### src/hw/efflag_pkg.sv
/*
  Package for the encoder index and field flag block: register indices,
  field positions, reset values, threshold table, timing counts, states.
  Assumes a 125 MHz core clock.
*/
package efflag_pkg;
  localparam int CLK_MHZ = 125;
  // Register indices; the 5-bit address is the register number
  localparam logic [4:0] ADDR_THRESH = 5'h06;
  localparam logic [4:0] ADDR_STATUS = 5'h1B;
  localparam logic [4:0] ADDR_PPT_LO = 5'h04;
  localparam logic [4:0] ADDR_PPT_HI = 5'h05;
  // SPI command codes (top three bits of the first byte)
  localparam logic [2:0] CMD_READ  = 3'h2;
  localparam logic [2:0] CMD_WRITE = 3'h4;
  // Field positions in the threshold register
  localparam int LOW_THR_LSB  = 5;
  localparam int HIGH_THR_LSB = 2;
  // Flag positions in the status register
  localparam int HIGH_FLAG_BIT = 7;
  localparam int LOW_FLAG_BIT  = 6;
  // Reset values
  localparam logic [7:0] THRESH_RESET = 8'h1C;
  localparam logic [5:0] PPT_RESET    = 6'h3F;
  // Field level in mT, rising and falling, per threshold code
  localparam int FIELD_W = 8;
  localparam logic [FIELD_W-1:0] RISE_MT [8] =
    '{8'h1A, 8'h29, 8'h38, 8'h46, 8'h54, 8'h62, 8'h70, 8'h7E};
  localparam logic [FIELD_W-1:0] FALL_MT [8] =
    '{8'h14, 8'h23, 8'h32, 8'h40, 8'h4E, 8'h5C, 8'h6A, 8'h78};
  // Quadrature update period
  localparam int ABZ_PERIOD_NS = 64;
  localparam int ABZ_CYCLES    = (ABZ_PERIOD_NS * CLK_MHZ) / 1000;
  localparam int ANGLE_W = 8;
  // Serial shifter states
  typedef enum logic [2:0] {
    EFF_IDLE = 3'b001,
    EFF_SHIFT = 3'b010,
    EFF_DONE = 3'b100
  } efflag_spi_state_t;
endpackage : efflag_pkg

### src/hw/efflag_field_cmp.sv
/*
  One field comparator with hysteresis for one alarm flag.
  Assumes the field magnitude is synchronous to clk_in.
*/
`timescale 1ns/1ns
module efflag_field_cmp
  import efflag_pkg::*;
#(
  parameter bit ABOVE = 1'b1
) (
  // Clock and reset
  input  wire logic               clk_in,
  input  wire logic               rst_n_in,
  // Field and code
  input  wire logic [FIELD_W-1:0] field_in,
  input  wire logic [2:0]         code_in,
  // Flag
  output logic                    flag_out
);
  logic flag_ff;
  logic nxt_flag;

  always_comb begin
    nxt_flag = flag_ff;
    if (ABOVE) begin
      // Set above rising level, clear below falling level
      if (field_in > RISE_MT[code_in])
        nxt_flag = 1'b1;
      else if (field_in < FALL_MT[code_in])
        nxt_flag = 1'b0;
    end else begin
      // Set below falling level, clear above rising level
      if (field_in < FALL_MT[code_in])
        nxt_flag = 1'b1;
      else if (field_in > RISE_MT[code_in])
        nxt_flag = 1'b0;
    end
  end

  always_ff @(posedge clk_in) begin
    if (!rst_n_in)
      flag_ff <= ABOVE ? 1'b0 : 1'b1;
    else
      flag_ff <= nxt_flag;
  end

  assign flag_out = flag_ff;
endmodule : efflag_field_cmp

### src/hw/efflag_top.sv
/*
  Encoder index and field flag block: ABZ quadrature generation from an
  angle, two field alarm flags with hysteresis, SPI slave register access.
  Assumes angle and field come from on-chip logic on clk_in; SPI pins are
  asynchronous and are synchronised here. SPI mode 0, MSB first.
*/
`timescale 1ns/1ns
module efflag_top
  import efflag_pkg::*;
#(
  parameter int UPDATE_CYCLES = ABZ_CYCLES
) (
  // Clock and reset
  input  wire logic               clk_in,
  input  wire logic               rst_n_in,
  // Sensor datapath
  input  wire logic [ANGLE_W-1:0] angle_in,
  input  wire logic [FIELD_W-1:0] field_in,
  // SPI pins
  input  wire logic               spi_sclk_in,
  input  wire logic               spi_cs_n_in,
  input  wire logic               spi_mosi_in,
  output logic                    spi_miso_out,
  output logic                    spi_miso_oe_out,
  // Encoder outputs
  output logic                    enc_a_out,
  output logic                    enc_b_out,
  output logic                    enc_z_out,
  // Field flag pins
  output logic                    high_field_flag_out,
  output logic                    low_field_flag_out
);
  // Synchronisers: stage 1 feeds only stage 2
  logic [2:0] sync1_ff, sync2_ff, nxt_sync1;
  logic       sclk_d_ff;
  always_comb nxt_sync1 = {spi_sclk_in, spi_cs_n_in, spi_mosi_in};
  always_ff @(posedge clk_in) begin
    if (!rst_n_in) begin
      // Idle pin levels, so no false SCLK edge follows reset
      sync1_ff  <= 3'h2;
      sync2_ff  <= 3'h2;
      sclk_d_ff <= 1'b0;
    end else begin
      sync1_ff  <= nxt_sync1;
      sync2_ff  <= sync1_ff;
      sclk_d_ff <= sync2_ff[2];
    end
  end
  logic sclk_s, cs_n_s, mosi_s, sclk_rise, sclk_fall;
  assign sclk_s    = sync2_ff[2];
  assign cs_n_s    = sync2_ff[1];
  assign mosi_s    = sync2_ff[0];
  assign sclk_rise = sclk_s & ~sclk_d_ff;
  assign sclk_fall = ~sclk_s & sclk_d_ff;

  // Field flags
  logic [7:0] thresh_ff;
  logic       high_flag, low_flag;
  efflag_field_cmp #(.ABOVE(1'b1)) u_high (
    .clk_in   (clk_in),
    .rst_n_in (rst_n_in),
    .field_in (field_in),
    .code_in  (thresh_ff[HIGH_THR_LSB +: 3]),
    .flag_out (high_flag)
  );
  // Separate comparator, no ordering check between codes
  efflag_field_cmp #(.ABOVE(1'b0)) u_low (
    .clk_in   (clk_in),
    .rst_n_in (rst_n_in),
    .field_in (field_in),
    .code_in  (thresh_ff[LOW_THR_LSB +: 3]),
    .flag_out (low_flag)
  );
  assign high_field_flag_out = high_flag;
  assign low_field_flag_out  = low_flag;

  function automatic logic [7:0] reg_read(input logic [4:0] a,
                                          input logic [7:0] thr,
                                          input logic [5:0] pulses_per_turn_code,
                                          input logic hi,
                                          input logic lo);
    logic [7:0] v;
    v = 8'h00;
    case (a)
      ADDR_THRESH: v = {thr[7:2], 2'b00};
      ADDR_PPT_LO: v = {pulses_per_turn_code[1:0], 6'h00};
      ADDR_PPT_HI: v = {4'h0, pulses_per_turn_code[5:2]};
      ADDR_STATUS: begin
        v[HIGH_FLAG_BIT] = hi;
        v[LOW_FLAG_BIT]  = lo;
      end
      default: v = 8'h00;
    endcase
    return v;
  endfunction : reg_read

  // SPI slave: 16-bit frames; a read answers in the next frame
  efflag_spi_state_t st_ff, nxt_st;
  logic [15:0] rx_ff, nxt_rx;
  logic [15:0] tx_ff, nxt_tx;
  logic [3:0]  cnt_ff, nxt_cnt;
  logic [7:0]  reply_ff, nxt_reply;
  logic [7:0]  nxt_thresh;
  logic [5:0]  ppt_ff, nxt_ppt;
  logic [15:0] word;
  assign word = {rx_ff[14:0], mosi_s};

  always_comb begin
    nxt_st     = st_ff;
    nxt_rx     = rx_ff;
    nxt_tx     = tx_ff;
    nxt_cnt    = cnt_ff;
    nxt_reply  = reply_ff;
    nxt_thresh = thresh_ff;
    nxt_ppt    = ppt_ff;
    case (st_ff)
      EFF_IDLE: begin
        if (!cs_n_s) begin
          nxt_st  = EFF_SHIFT;
          nxt_cnt = 4'h0;
          // Previous frame's reply (read data or write echo) goes out this frame
          nxt_tx  = {reply_ff, 8'h00};
        end
      end
      EFF_SHIFT: begin
        if (cs_n_s) begin
          nxt_st = EFF_IDLE;
        end else if (sclk_rise) begin
          nxt_rx  = word;
          nxt_cnt = cnt_ff + 4'h1;
          if (cnt_ff == 4'hF) begin
            nxt_st = EFF_DONE;
            if (word[15:13] == CMD_READ) begin
              nxt_reply = reg_read(word[12:8], thresh_ff, ppt_ff,
                                   high_flag, low_flag);
            end else if (word[15:13] == CMD_WRITE) begin
              // Status is read-only: no write path to it
              nxt_reply = word[7:0];
              if (word[12:8] == ADDR_THRESH)
                nxt_thresh = {word[7:2], 2'b00};
              else if (word[12:8] == ADDR_PPT_LO)
                nxt_ppt[1:0] = word[7:6];
              else if (word[12:8] == ADDR_PPT_HI)
                nxt_ppt[5:2] = word[3:0];
            end
          end
        end else if (sclk_fall) begin
          nxt_tx = {tx_ff[14:0], 1'b0};
        end
      end
      EFF_DONE: begin
        if (cs_n_s)
          nxt_st = EFF_IDLE;
      end
      default: nxt_st = EFF_IDLE;
    endcase
  end

  always_ff @(posedge clk_in) begin
    if (!rst_n_in) begin
      st_ff     <= EFF_IDLE;
      rx_ff     <= 16'h0000;
      tx_ff     <= 16'h0000;
      cnt_ff    <= 4'h0;
      reply_ff  <= 8'h00;
      thresh_ff <= THRESH_RESET;
      ppt_ff    <= PPT_RESET;
    end else begin
      st_ff     <= nxt_st;
      rx_ff     <= nxt_rx;
      tx_ff     <= nxt_tx;
      cnt_ff    <= nxt_cnt;
      reply_ff  <= nxt_reply;
      thresh_ff <= nxt_thresh;
      ppt_ff    <= nxt_ppt;
    end
  end
  assign spi_miso_out    = tx_ff[15];
  assign spi_miso_oe_out = ~cs_n_s;

  // Quadrature: 4*(ppt+1) quarter states per turn
  logic [15:0] upd_ff, nxt_upd;
  logic [7:0]  pulses;
  logic [15:0] prod;
  logic [7:0]  quarter;
  logic [2:0]  abz_ff, nxt_abz;
  assign pulses  = {2'b00, ppt_ff} + 8'h01;
  assign prod    = 16'(angle_in) * {6'h00, pulses, 2'b00};
  assign quarter = prod[15:8];

  always_comb begin
    nxt_upd = upd_ff + 16'h0001;
    nxt_abz = abz_ff;
    if (upd_ff >= 16'(UPDATE_CYCLES - 1)) begin
      nxt_upd = 16'h0000;
      // Gray sequence per quarter gives 90 degree phase
      nxt_abz[0] = ~quarter[1];
      nxt_abz[1] = quarter[1] ^ quarter[0];
      // Index spans the zero quarter, so any direction sees it once
      nxt_abz[2] = (quarter == 8'h00);
      // Entering it forward, A rises in the same update
    end
  end

  always_ff @(posedge clk_in) begin
    if (!rst_n_in) begin
      upd_ff <= 16'h0000;
      abz_ff <= 3'h0;
    end else begin
      upd_ff <= nxt_upd;
      abz_ff <= nxt_abz;
    end
  end
  assign enc_a_out = abz_ff[0];
  assign enc_b_out = abz_ff[1];
  assign enc_z_out = abz_ff[2];
endmodule : efflag_top

### config.mk
export PLATFORM = sky130hd
export DESIGN_NAME = efflag_top
export DESIGN_NICKNAME = d
export VERILOG_FILES = /design/src/hw/efflag_pkg.sv /design/src/hw/efflag_field_cmp.sv /design/src/hw/efflag_top.sv
export SDC_FILE = /design/constraint.sdc
export NUM_CORES = 1
export LEC_CHECK = 0
export BUFFER_PORTS_ARGS = -buffer_cell sky130_fd_sc_hd__buf_4
export CORE_AREA = 2 2 108 110
export CTS_BUF_LIST = sky130_fd_sc_hd__clkbuf_4 sky130_fd_sc_hd__clkbuf_8
export DETAILED_ROUTE_END_ITERATION = 16
export DIE_AREA = 0 0 110 112
export HOLD_SLACK_MARGIN = 0.12
export PLACE_DENSITY = 0.66
export SKIP_LAST_GASP = 1
export SLEW_MARGIN = 20
export SYNTH_ARGS = -nofsm -noshare
export SYNTH_HDL_FRONTEND = slang
export SYNTH_SLANG_ARGS = --single-unit
### constraint.sdc
create_clock -name clk_in -period 10.3 [get_ports clk_in]
set_input_delay 2.06 -clock clk_in [delete_from_list [all_inputs] [get_ports clk_in]]
set_output_delay 2.06 -clock clk_in [all_outputs]
set_load 0.03 [all_outputs]
# Word level (Yosys, flattened, before mapping)
# Memory sizes are Yosys's and may differ from the RTL's.
# Cells that the tools add are included.
# W data, S select, Z words.
[classes]
eq_ne = 18
div_mod_pow = 0
order_cmp = 7
n_reduce_logical = 14
add_sub_neg = 3
muxes = 29
shifts = 0
mul = 1
n_bitwise = 13
[op_table]
columns = ["cell", "count"]
rows = [
  ["$mux W8", 10],
  ["$mux W16", 4],
  ["$pmux W16 S2", 1],
  ["$add A16 B1 Y16 const B", 1],
  ["$ge A16 B3 Y1 const B", 1],
  ["$gt A8 B8 Y1", 2],
  ["$lt A8 B8 Y1", 2],
  ["$eq A5 B3 Y1 const B", 3],
  ["$mux W3", 5],
  ["$mul A8 B7 Y14", 1],
  ["$mux W4", 3],
  ["$ne A2 B2 Y1 const B", 6],
  ["$pmux W6 S2", 1],
  ["$reduce_and A5 Y1", 2],
  ["$pmux W3 S3", 1],
  ["$reduce_and A9 Y1", 1],
  ["$ge A4 B4 Y1 const B", 2],
  ["$logic_not A8 Y1", 1],
  ["$not A1 Y1", 8],
  ["$not A3 Y4", 2],
  ["$pmux W4 S2", 1],
  ["$reduce_and A4 Y1", 2],
  ["$reduce_and A8 Y1", 1],
  ["$add A6 B1 Y7 const B", 1],
  ["other kinds (15)", 23],
]
[word_totals]
latchBits = 0
word_cells = 104
ramBits = 0
output_inout_bits = 7
regBits = 86
memories = 4
mem_bits_ro = 256
in_bits = 21
[memory_table]
columns = ["name", "words", "word_bits", "rd", "rd_clocked_by_memory_dff", "write_ports", "line", "source"]
rows = [
  ["(no name shown)", 8, 8, 1, 0, 0, "efflag_field_cmp.sv:35", "else if (field_in > RISE_MT[code_in])"],
  ["(no name shown)", 8, 8, 1, 0, 0, "efflag_field_cmp.sv:29", "else if (field_in < FALL_MT[code_in])"],
  ["(no name shown)", 8, 8, 1, 0, 0, "efflag_field_cmp.sv:33", "if (field_in < FALL_MT[code_in])"],
  ["(no name shown)", 8, 8, 1, 0, 0, "efflag_field_cmp.sv:27", "if (field_in > RISE_MT[code_in])"],
]

# Depth between registers and ports, before layout
# Gate-level depths: netlist of the first run.
[depth]
word_depth = 7
depth_mapped = 21
ltp_nobuf = 20

# Modules after synthesis
# From an unflattened synthesis of the first run, not the netlist that was laid out.
[unflattened]
cells_unflattened = 653
hier_area_um2 = 5559.1
[modules_own_cells]
columns = ["mod", "seq_area_each_um2", "area_per_inst_um2", "cells_each", "n_inst"]
rows = [
  ["efflag_top", 1521.5, 4568.1, 529, 1],
  ["efflag_field_cmp (u_high)", 20.0, 496.7, 65, 1],
  ["efflag_field_cmp (u_low)", 20.0, 494.2, 59, 1],
]

# Least setup slack after synthesis of the first run
# Ideal clock, no wire load.
[synth_path]
path_kind = "input port to flip-flop"
startpoint = "input angle_in[0]"
endpoint = "register abz_ff[2]"
required_ps = 10174
arrival_time_ps = 5577
path_buffers = 0
cell_stages = 16
setup_ps = 126
setup_slack_ps = 4597
cell_sequence = "nand2_1 fa_1 fa_1 inv_1 fa_1 inv_1 fa_1 inv_1 ha_1 o21ai_0 nand2b_1 o31a_4 a21oi_1 mux2_1 nand4_1 o32ai_2"
[synth_between]
elab_chain_len = 2
[synth_rtl]
columns = ["element", "line", "source"]
rows = [
  ["from (decl)", "efflag_top.sv:17", "input wire logic [ANGLE_W-1:0] angle_in,"],
  ["$mul A8 B7 Y14", "efflag_top.sv:188", "assign prod = 16'(angle_in) * {6'h00, pulses, 2'b00};"],
  ["$logic_not A8 Y1", "efflag_top.sv:200", "nxt_abz[2] = (quarter == 8'h00);"],
  ["to (signal assigned)", "efflag_top.sv:211", "abz_ff <= nxt_abz;"],
  ["to (decl)", "efflag_top.sv:186", "logic [2:0] abz_ff, nxt_abz;"],
]
# Every way passes these cells.
# A chain may end at the register's enable or synchronous reset.

# Worst setup path in the final report of the first run
[layout_path]
startpoint = "input angle_in[1]"
endpoint = "register abz_ff[2]"
# Same word-level chain as after synthesis.

==> results by group, run 1 <==
CTS
  • Root Driver: clkbuf_8
  • CTS tree: yes
  • # H-tree levels: 3
  • CTS Buf Count: 9
  • Hold_buf cts: 0
  • # resized after CTS: 0
  • Setup bufs post-CTS: 0
  • Clk buf depth: 2
  • CTS sink count: 78
  • Clk slew on worst S/H paths: 0.08 ns
  • Clock latency on the worst-skew pair: 0.35 ns

Synth
  • Post-Syn Area: 0.00550 sq mm
  • Post-Synthesis Cells: 607
  • Synth top area share: 28.4%
  • Fraction of registers with async set/reset: 0%
  • Synth Area in Simple Gates: 21.6%
  • Synth warn: 0
  • Mux cell area share after synthesis: 4.23%
  • Sequential element share of the synthesized area: 28.4%
  • Number of synthesized flops with an enable pin: 0
  • Top_reg_cell synth: dfxtp_1
  • Main combinational cell family by area after synthesis: adder cells
  • Cell taking the most area after synthesis: dfxtp_1
  • Synth area leaders: dfxtp_1, ha_1, fa_1, nand2_1, mux2i_1
  • Register bit count reported by yosys: 78
  • Synth Area in XOR/XNOR: 3.19%
  • Compound-Gate Fraction of Synth Area: 13.4%
  • Syn_area_per_cell: 9.05 sq um
  • Yosys cell types: 56
  • Synth Area in Adders: 24.9%

Worst setup path
  • CP startpoint kind: input pin
  • Worst endpoint required time: 10.57 ns
  • WP data arrival: 5.93 ns
  • Worst setup path category: input pin to flop
  • Crit Path Max Fanout: 7
  • R2R setup slack: 4.81 ns
  • Worst Setup End Kind: flop

Route
  • Via Count: 4,177
  • Avg WL per Cell: 13.8 um
  • Initial DRT Pass Iterations: 4
  • Detailed-route wire length: 10,900 um
  • Drt via density: 5.30
  • Post-route ant nets: 0
  • Residual DRC count: 0
  • Initial DRC Count: 201

Run
  • Max_cap viols: 0

STA
  • Slew @ Worst Pin: 0.936 ns
  • Rel. slew slack: 37.1%
  • Unrepaired setup endpoints after global routing: no
  • Hold Slack: 0.414 ns
  • Final Critical Period: 5.66 ns
  • Final TNS setup: 0 ns
  • Fin. max-slew vios: 0
  • Final setup fails: 0
  • F_max: 0.177 GHz
  • Fin. Hold Viols: 0
  • Setup ws final: 4.64 ns
  • Fin Clk Skew: 0.0114 ns
  • Final period util: 54.9%

Worst hold path
  • Hold Path Class: flop to flop

Power and ir drop
  • Power per cell area: 97.9 mW/mm^2
  • Switching part of the total: 23.9%
  • Clock network fraction of total power: 39.2%
  • Cell Int Power: 0.000451 W
  • Comb pwr share: 8.2%
  • Leak: 2.81 nW
  • Worst vdd ir: 0.0000740 V
  • Net switching power: 0.000142 W
  • Total power: 0.000593 W
  • Fraction of power consumed by sequential logic: 52.5%

Cells and area
  • Multi-input logic area: 0.00374 sq mm
  • Most frequent cells in the layout: nand2_1, dfxtp_1, ha_1
  • Antenna Cells: 0
  • Layout fillers: 1,015
  • Share of post-route cells with drive strength above 1: 9.61%
  • Commonest non-fill, non-tap cell in the layout: nand2_1
  • Register Area: 0.00156 sq mm
  • Post-route cell area: 0.00606 sq mm
  • Nets: 754
  • Syn-to-layout area delta: 10.3%

GRT
  • First-pass GRT wire length: 18,600 um
  • Number of global-route vias before repair: 4,082
  • GRT overflow: 0
  • Largest net degree at the start of global routing: 65
  • Initial antenna violation count: 0
  • GRT Total Usage: 18.9%

Die
  • Die area: 0.0123 sq mm
  • Chip Width: 110 um
  • Die Ht: 112 um
  • I/O pin cnt: 28
  • Initial Utilization: 49.2%
  • FP Rows: 39
  • Core area: 0.0112 sq mm

Place
  • DP HPWL: 8370 um
  • Worst slack at placement: 4.26 ns
  • Final GP Congestion: 0.840
  • DP Area: 0.00586 sq mm
  • IO buf count: 27

Run status
  • Outcome: complete, no violations
[final timing paths]
path | from | end | depth (start not counted)
hold reg to reg | sync1_ff[1]$_SDFF_PN1_ | sync2_ff[1]$_SDFF_PN1_ | 1
hold / removal | sync1_ff[1]$_SDFF_PN1_ | sync2_ff[1]$_SDFF_PN1_ | 1
setup reg to reg | ppt_ff[0]$_SDFFE_PN1P_ | abz_ff[2]$_SDFFE_PN0P_ | 19
setup / recovery | angle_in[1] | abz_ff[2]$_SDFFE_PN0P_ | 17
[logic make-up after synthesis]
kind of cell | Yosys count
adders and majority gates | 93
muxes | 23
xor gates and xnor gates | 20
and+or+nand+nor | 233
DFF | 78
other | 1
AOI/OAI and AO/OA | 98
buffers and inverters | 61
[power groups by stage]
stage | registers (W) | logic, W | clock network [W]
detailed placement | 0.000319 | 0.0000489 | 0
global placement | 0.000318 | 0.0000481 | 0
CTS | 0.000312 | 0.0000493 | 0.000239
floorplan | 0.000320 | 0.0000281 | 0
global route | 0.000312 | 0.0000558 | 0.000250
finish | 0.000312 | 0.0000489 | 0.000233
[cells in the mapped netlist, drive strengths merged (14+ instances only)]
master and instances:
nand2 102, dfxtp 78, ha 66, inv 44, fa 27, and2 26, nor2 26, a21boi 21
mux2i 21, nand3 20, nor2b 20, a21oi 18, o21ai 15, o211a 14
[critical path, stage by stage]
cell,delay (ns)
buf_4,0.12
nand2_1,0.07
fa_1,0.52
fa_1,0.56
inv_1,0.06
fa_1,0.53
inv_1,0.06
fa_1,0.53
inv_1,0.04
ha_1,0.30
o21ai_0,0.08
nand2b_1,0.09
o31a_4,0.13
xnor2_1,0.22
ha_1,0.18
nand4_1,0.10
o32ai_2,0.27
[area by class of cell]
| class | instances | area share [%] |
|---|---|---|
| multi-input combinational | 479 | 61.7 |
| tap | 143 | 2.95 |
| inverter | 44 | 2.73 |
| timing repair buffer | 28 | 3.47 |
| sequential | 78 | 25.8 |
| clock buffer | 11 | 2.39 |
| clock inverter | 5 | 0.950 |
[routing by layer]
layer  GRT usage, %  part of all wire (%)  vias up
li1               -                     -     2112
met1           24.8                    46     1985
met2           30.8                    49       59
met3           2.40                   2.5       21
met4           8.52                   2.7        0
met5              0                     0        -
[registers in the layout, summed over array words and instances (netlist names), 4 cells and up]
signal / flops
rx_ff: 15
cnt_ff: 4
tx_ff: 8
upd_ff: 16
thresh_ff: 6
reply_ff: 8
ppt_ff: 6
[metrics by stage]
stage / utilization [%] / instances
floorplan: - / 618
global placement: 52.4 / 772
detailed placement: 52.4 / 772
CTS: 54.2 / 788
global route: 54.2 / 788
finish: 54.2 / 788
No activity file was read; power rests on OpenSTA's default activity.
==> inputs of run 2 (changes only) <==
--- a/config.mk
+++ b/config.mk
@@ -5,13 +5,14 @@
 export SDC_FILE = /design/constraint.sdc
 export NUM_CORES = 1
 export LEC_CHECK = 0
+export ABC_AREA = 1
 export BUFFER_PORTS_ARGS = -buffer_cell sky130_fd_sc_hd__buf_4
-export CORE_AREA = 2 2 108 110
+export CORE_AREA = 2 2 110 112
 export CTS_BUF_LIST = sky130_fd_sc_hd__clkbuf_4 sky130_fd_sc_hd__clkbuf_8
 export DETAILED_ROUTE_END_ITERATION = 16
-export DIE_AREA = 0 0 110 112
+export DIE_AREA = 0 0 112 114
 export HOLD_SLACK_MARGIN = 0.12
-export PLACE_DENSITY = 0.66
+export PLACE_DENSITY = 0.69
 export SKIP_LAST_GASP = 1
 export SLEW_MARGIN = 20
 export SYNTH_ARGS = -nofsm -noshare
==> constraint.sdc (replaced) <==
create_clock -name clk_in -period 4.8 [get_ports clk_in]
set_input_delay 0.96 -clock clk_in [delete_from_list [all_inputs] [get_ports clk_in]]
set_output_delay 0.96 -clock clk_in [all_outputs]
set_load 0.03 [all_outputs]
==> run 2 against run 1 <==
  * Critical endpoint unchanged
  * Via count is 22% higher
  * Register-to-register slack worse by 4.5 ns
  * Largest power group unchanged
  * Worst hold slack better by 0.0034 ns
  * Sequential cell count stayed put
  * Area after synthesis is 3.7% higher
  * Cell count is 26% higher
==> results by group, run 2 <==
Route
  • Initial DRC Count: 291 (+45%)
  • Initial DRT Pass Iterations: 5 (+1)
  • Post-route ant nets: 0 (unchanged)
  • Residual DRC count: 0 (unchanged)
  • Detailed-route wire length: 12,700 um (+17%)
  • Via Count: 5,082 (+22%)
  • Avg WL per Cell: 12.8 um (-7.6%)
  • Drt via density: 5.11 (-3.5%)

Synth
  • Register bit count reported by yosys: 78 (unchanged)
  • Cell taking the most area after synthesis: dfxtp_1
  • Top_reg_cell synth: dfxtp_1
  • Synth Area in Adders: 24.0% (-0.89 points)
  • Synth Area in Simple Gates: 23.2% (+1.6 points)
  • Post-Synthesis Cells: 784 (+29%)
  • Fraction of registers with async set/reset: 0% (unchanged)
  • Cell with the most instances after synthesis: nand2_1
  • Yosys cell types: 40 (-29%)
  • Number of synthesized flops with an enable pin: 0 (unchanged)
  • Synth area leaders: dfxtp_1, ha_1, nand2_1, fa_1, inv_1
  • Synth Area in XOR/XNOR: 1.54% (-1.7 points)
  • Main combinational cell family by area after synthesis: adder cells
  • Mux cell area share after synthesis: 0% (-4.2 points)
  • Compound-Gate Fraction of Synth Area: 13.5% (+0.066 points)
  • Post-Syn Area: 0.00570 sq mm (+3.7%)
  • Synth warn: 0 (unchanged)
  • Sequential element share of the synthesized area: 27.4% (-1.0 points)
  • Synth top area share: 27.4% (-1.0 points)
  • Synth top cells by count: nand2_1, inv_1, dfxtp_1, ha_1, nor2_1
  • Syn_area_per_cell: 7.27 sq um (-20%)

GRT
  • GRT Total Usage: 20.9% (+2.0 points)
  • Largest net degree at the start of global routing: 52 (-20%)
  • Number of global-route vias before repair: 4,889 (+20%)
  • First-pass GRT wire length: 21,800 um (+17%)
  • GRT overflow: 0 (unchanged)
  • Initial antenna violation count: 0 (unchanged)

STA
  • Fin Clk Skew: 0.0134 ns (+0.00201 ns)
  • F_max: 0.221 GHz
  • Slew @ Worst Pin: 0.770 ns (-0.166 ns)
  • Fin. max-slew vios: 0 (unchanged)
  • Final Critical Period: 4.54 ns
  • Hold Slack: 0.417 ns (+0.00340 ns)
  • Final TNS setup: 0 ns (unchanged)
  • Setup ws final: 0.265 ns (-4.38 ns)
  • Final setup fails: 0 (unchanged)
  • Final period util: 94.5%
  • Rel. slew slack: 48.4% (+11 points)
  • Fin. Hold Viols: 0 (unchanged)

Cells and area
  • Share of post-route cells with drive strength above 1: 13.9% (+4.3 points)
  • Core Util, Final: 55.9% (+1.7 points)
  • Largest reg by FF count: upd_ff
  • Most frequent cells in the layout: nand2_1, inv_1, dfxtp_1
  • Max reg flops: 16 (unchanged)
  • Layout fillers: 1,136 (+12%)
  • Biggest regs: upd_ff x16, rx_ff x15
  • Nets: 956 (+27%)
  • Commonest non-fill, non-tap cell in the layout: nand2_1
  • Syn-to-layout area delta: 14.9%
  • Antenna Cells: 0 (unchanged)

CTS
  • Clk slew on worst S/H paths: 0.08 ns (about the same)
  • # H-tree levels: 3 (unchanged)
  • CTS Buf Count: 9 (unchanged)
  • Clock latency on the worst-skew pair: 0.35 ns (about the same)
  • CTS tree: yes
  • Root Driver: clkbuf_8
  • CTS sink count: 78 (unchanged)
  • Clk buf depth: 2 (unchanged)

Worst setup path
  • Crit path buf inv count: 9 (+5)
  • Worst path max stage delay: 0.53 ns (-0.03 ns)
  • Crit Path Max Fanout: 4 (-3)
  • Worst Setup End Kind: flop
  • CP startpoint kind: flop
  • Slowest-stage cell, CP: fa_1
  • WP data arrival: 4.79 ns (-1.14 ns)
  • Worst endpoint required time: 5.05 ns (-5.52 ns)
  • Worst setup path category: flop to flop
  • CP delay by family, top: adder cells
  • Crit-path most repeated cell: inv_2

Die
  • Die area: 0.0128 sq mm (+3.6%)
  • Chip Width: 112 um (+1.8%)
  • I/O pin cnt: 28 (unchanged)
  • Core area: 0.0117 sq mm (+4.8%)
  • Initial Utilization: 48.7% (-0.50 points)
  • Die Ht: 114 um (+1.8%)
  • FP Rows: 40 (+2.6%)

Place
  • Final GP Congestion: 0.883 (+5.1%)
  • DP HPWL: 10,100 um (+21%)
  • Worst slack at placement: -0.0622 ns (-4.32 ns)
  • IO buf count: 27 (unchanged)

Run
  • Max_cap viols: 0 (unchanged)

Worst hold path
  • Hold Path Class: flop to flop

Power and ir drop
  • Total power: 0.00128 W (+120%)
  • Leak: 3.33 nW (+19%)
  • Worst vdd ir: 0.000222 V (+200%)
  • Power per cell area: 195 mW/mm^2 (+99%)

Run status
  • Outcome: complete, no violations
-- run 2: changes by cell type after synthesis, moves of 10 or more --
cell | previous run | this run
nand2_1 | 102 | 188
inv_1 | 44 | 124
a21oi_1 | 17 | 56
nor2_1 | 24 | 63
o21ai_0 | 15 | 40
and2_1 | 23 | 1
a21boi_0 | 21 | 0
mux2i_1 | 21 | 0
nor2b_1 | 20 | 0
o211a_1 | 14 | 0
o21ai_1 | 0 | 11
nand2b_1 | 10 | 0
-- run 2: logic make-up after synthesis --
logic type | count (synthesis)
simple gates | 313
buf+inv | 150
compound gates | 139
fa+ha+maj | 93
flops | 78
xor+xnor | 10
other cells | 1
-- run 2: routing by layer --
| metal | GRT usage, % | part of all wire [%] |
|---|---|---|
| met1 | 28.0 | 47 |
| met2 | 34.3 | 47 |
| met3 | 3.19 | 4.2 |
| met4 | 8.05 | 2.6 |
| met5 | 0 | 0 |
-- run 2: report_power, final --
| group | total, W | leakage (nW) | switching [W] | internal (W) |
|---|---|---|---|---|
| logic | 0.000124 | 2.59 | 0.0000732 | 0.0000504 |
| clock network | 0.000486 | 0.102 | 0.000234 | 0.000252 |
| registers | 0.000666 | 0.636 | 0.00000660 | 0.000660 |
-- run 2: area by class of cell --
class	count	area [sq um]	area share (%)
timing repair buffer	52	390	5.96
clock buffer	10	138	2.10
sequential	78	1570	24.0
inverter	134	503	7.68
clock inverter	6	61.3	0.936
tap	147	184	2.81
multi-input combinational	567	3700	56.5
-- run 2: through the flow --
step	instances	area, sq um
2_1_floorplan	795	5740
3_3_place_gp	977	6220
3_5_place_dp	977	6220
4_1_cts	993	6440
5_1_grt	994	6550
6_report	994	6550
-- run 2: path summary, 6_finish.rpt --
| check | start | endpoint | slack [ns] | cells after the start |
|---|---|---|---|---|
| worst max-delay path | ppt_ff[0]$_SDFFE_PN1P_ | abz_ff[2]$_SDFFE_PN0P_ | 0.26 | 30 |
| worst min-delay path | sync1_ff[1]$_SDFF_PN1_ | sync2_ff[1]$_SDFF_PN1_ | 0.42 | 1 |
| worst max register to register | ppt_ff[0]$_SDFFE_PN1P_ | abz_ff[2]$_SDFFE_PN0P_ | 0.26 | 30 |
| worst min register to register | sync1_ff[1]$_SDFF_PN1_ | sync2_ff[1]$_SDFF_PN1_ | 0.42 | 1 |
-- run 2: worst register-to-register path, delay by kind of cell (launching register included) --
| family | cells | cell delay (ns) |
|---|---|---|
| AND/OR/NAND/NOR | 13 | 0.87 |
| adder cells (fa/ha/maj) | 7 | 2.55 |
| flip-flops | 1 | 0.39 |
| XOR/XNOR | 1 | 0.15 |
| buffers and inverters | 9 | 0.45 |
-- run 2: what timing repair did --
item                                    in CTS  in global routing
resized for setup                            6                 26
hold buffers                                 0                  0
pin swaps                                    0                 20
endpoints found under the setup margin       1                  2
buffers inserted                             0                  1
gates cloned                                 0                  0
==> inputs of run 3 (changes only) <==
--- a/config.mk
+++ b/config.mk
@@ -12,7 +12,7 @@
 export DETAILED_ROUTE_END_ITERATION = 16
 export DIE_AREA = 0 0 112 114
 export HOLD_SLACK_MARGIN = 0.12
-export PLACE_DENSITY = 0.69
+export PLACE_DENSITY = 0.75
 export SKIP_LAST_GASP = 1
 export SLEW_MARGIN = 20
 export SYNTH_ARGS = -nofsm -noshare
==> run 3 against run 2 <==
  * Utilization grew 0.56 points
  * Critical path depth fell by 4
  * Non-clock buffer count grew 3
  * Fmax rose by 0.55%
  * Total power is 7.6% higher
  * Design area increased by 0.99%
  * Die area unchanged
  * Worst setup slack improved by 0.025 ns
  * Register-to-register slack better by 0.02 ns
  * Sequential power about the same
  * Cell count increased by 0.30%
  * Critical path type unchanged
==> results by group, run 3 (same netlist as run 2, synthesis figures left out) <==
Die
  • Die area: 0.0128 sq mm (unchanged)
  • FP Rows: 40 (unchanged)
  • Initial Utilization: 48.7% (unchanged)
  • Die Ht: 114 um (unchanged)
  • Chip Width: 112 um (unchanged)
  • Core area: 0.0117 sq mm (unchanged)
  • I/O pin cnt: 28 (unchanged)

Cells and area
  • Biggest regs: upd_ff x16, rx_ff x15
  • Share of post-route cells with drive strength above 1: 14.7% (+0.77 points)
  • Post-route cell area: 0.00661 sq mm (+0.99%)
  • Layout fillers: 1,121 (-1.3%)
  • Max reg flops: 16 (unchanged)
  • Most frequent cells in the layout: nand2_1, inv_1, dfxtp_1
  • Commonest non-fill, non-tap cell in the layout: nand2_1
  • Register Area: 0.00157 sq mm (unchanged)
  • Multi-input logic area: 0.00370 sq mm (unchanged)
  • Final Non-Filler Cells: 997 (+0.30%)
  • Syn-to-layout area delta: 16.0%
  • Core Util, Final: 56.5% (+0.56 points)
  • Largest reg by FF count: upd_ff
  • Nets: 959 (+0.31%)
  • Antenna Cells: 0 (unchanged)

Power and ir drop
  • Comb pwr share: 8.9% (-0.8 points)
  • Clock network fraction of total power: 42.6% (+4.5 points)
  • Worst vdd ir: 0.000182 V (-18%)
  • Cell Int Power: 0.00107 W (+11%)
  • Switching part of the total: 22.0% (-2.6 points)
  • Fraction of power consumed by sequential logic: 48.5% (-3.7 points)
  • Net switching power: 0.000302 W (-3.9%)
  • Leak: 3.36 nW (+0.99%)
  • Power per cell area: 208 mW/mm^2 (+6.6%)

STA
  • Fin. max-slew vios: 0 (unchanged)
  • Final TNS setup: 0 ns (unchanged)
  • Fin. Hold Viols: 0 (unchanged)
  • Setup ws final: 0.290 ns (+0.0250 ns)
  • Slew @ Worst Pin: 0.784 ns (+0.0144 ns)
  • F_max: 0.222 GHz (+0.55%)
  • Fin Clk Skew: 0.0167 ns (+0.00331 ns)
  • Final setup fails: 0 (unchanged)
  • Final period util: 94.0% (-0.52 points)
  • Final Critical Period: 4.51 ns (-0.0250 ns)
  • Rel. slew slack: 47.4% (-0.97 points)

Place
  • DP Area: 0.00623 sq mm (+0.12%)
  • Placed Cells: 978 (+0.10%)
  • DP HPWL: 9540 um (-5.6%)
  • Final GP Congestion: 0.851 (-3.6%)
  • IO buf count: 27 (unchanged)
  • Worst slack at placement: -0.0541 ns (+0.00806 ns)

Worst setup path
  • Worst flop-to-flop path endpoint: abz_ff[2]$_SDFFE_PN0P_
  • Worst Setup End Kind: flop
  • R2r worst-path depth: 26 (-13%)
  • WP data arrival: 4.81 ns (+0.02 ns)
  • R2R setup slack: 0.29 ns (+0.02 ns)
  • CP startpoint kind: flop
  • Crit Path Max Fanout: 4 (unchanged)
  • Worst setup path category: flop to flop
  • CP Launch Point: ppt_ff[1]$_SDFFE_PN1P_
  • Worst R2R Start: ppt_ff[1]$_SDFFE_PN1P_
  • Worst endpoint required time: 5.10 ns (+0.05 ns)

CTS
  • # H-tree levels: 3 (unchanged)
  • CTS sink count: 78 (unchanged)
  • CTS tree: yes
  • Hold_buf cts: 0 (unchanged)
  • Clk buf depth: 2 (unchanged)
  • CTS Buf Count: 9 (unchanged)
  • Clock latency on the worst-skew pair: 0.36 ns (about the same)
  • Clk slew on worst S/H paths: 0.08 ns (about the same)
  • Root Driver: clkbuf_8

GRT
  • GRT overflow: 0 (unchanged)
  • First-pass GRT wire length: 21,000 um (-3.7%)
  • Number of global-route vias before repair: 4,782 (-2.2%)
  • Gr busiest metal: met2
  • GRT Total Usage: 19.9% (-0.97 points)
  • Largest net degree at the start of global routing: 52 (unchanged)
  • Met3 usage: 3.29% (+0.11 points)
  • Initial antenna violation count: 0 (unchanged)
  • GR Layer Usage met1: 27.0% (-1.0 points)
  • Met2 GRT Util: 32.6% (-1.7 points)

Run
  • Max_cap viols: 0 (unchanged)

Worst hold path
  • Min-Delay Path Depth: 1 (unchanged)
  • Hold Path End: sync2_ff[1]$_SDFF_PN1_
  • Hold Path Class: flop to flop
  • Hold Crit Start: sync1_ff[1]$_SDFF_PN1_

Route
  • Post-route ant nets: 0 (unchanged)
  • Residual DRC count: 0 (unchanged)
  • Initial DRT Pass Iterations: 5 (unchanged)
  • Detailed-route wire length: 12,100 um (-4.7%)
  • Avg WL per Cell: 12.1 um (-5.0%)
  • Initial DRC Count: 333 (+14%)
  • Drt via density: 5.06 (-0.95%)
  • Via Count: 5,049 (-0.65%)

Run status
  • Outcome: complete, no violations
run 3: cell count changes in the layout (fill, tap and decap cells not counted), sizes merged:
cell	previous run	this run
buf	52	55
clkinvlp	1	0
bufinv	1	3
clkbuf	10	12
clkinv	6	3
run 3: area by class of cell:
type | count | area share [%]
Tap cell | 147 | 2.78
Multi-Input combinational cell | 567 | 56.0
Inverter | 134 | 7.60
Timing Repair Buffer | 55 | 6.24
Sequential cell | 78 | 23.7
Clock buffer | 12 | 2.21
Clock inverter | 4 | 1.44
run 3: what timing repair did:
item                       4_1_cts  5_1_grt
buffers inserted                 1        2
pin swaps                        1       15
resized for setup                7       30
setup endpoints to repair        2        3
run 3: stage by stage:
step | hold slack [ns] | power, W
floorplan | 0.390 | 0.000753
global placement | 0.394 | 0.000799
detailed placement | 0.397 | 0.000801
CTS | 0.417 | 0.00139
global route | 0.426 | 0.00143
finish | 0.415 | 0.00137
run 3: power by group through the flow:
stage | Combinational (W) | Sequential [W] | Clock, W
floorplan | 0.0000665 | 0.000687 | 0
CTS | 0.000120 | 0.000668 | 0.000601
global route | 0.000138 | 0.000668 | 0.000626
detailed placement | 0.000118 | 0.000683 | 0
global placement | 0.000116 | 0.000683 | 0
finish | 0.000122 | 0.000667 | 0.000585
run 3: how the worst max path moves through the flow:
stage / endpoint / slack, ns
final: abz_ff[2]$_SDFFE_PN0P_ / 0.29
after global routing: abz_ff[2]$_SDFFE_PN0P_ / -0.03
after CTS: abz_ff[2]$_SDFFE_PN0P_ / 0.02
after detailed placement: abz_ff[2]$_SDFFE_PN0P_ / -0.05
after global placement: abz_ff[2]$_SDFFE_PN0P_ / -0.01
after floorplan: abz_ff[2]$_SDFFE_PN0P_ / 0.05
run 3: per-layer routing:
metal	share of wire (%)	wire length (um)
met1	48	5770
met2	46	5550
met3	4.5	546
met4	2.0	240
met5	0	0
run 3: worst max-delay path: stages, from the launching register on:
cell and delay [ns]:
dfxtp_4 0.37, ha_4 0.14, nand2_2 0.05, nor2_2 0.10, inv_1 0.06, nor2_1 0.10, inv_1 0.05, nand2_2 0.08
inv_2 0.05, buf_4 0.14, nand2_1 0.07, fa_1 0.42, fa_1 0.47, fa_1 0.59, inv_1 0.07, fa_1 0.54
ha_4 0.33, nand2_1 0.09, nor2_2 0.13, inv_1 0.05, nor2_1 0.08, nand2_1 0.08, nand4_1 0.08, nand2_1 0.06
nor2_1 0.11, nand4_1 0.10, nand2_1 0.06
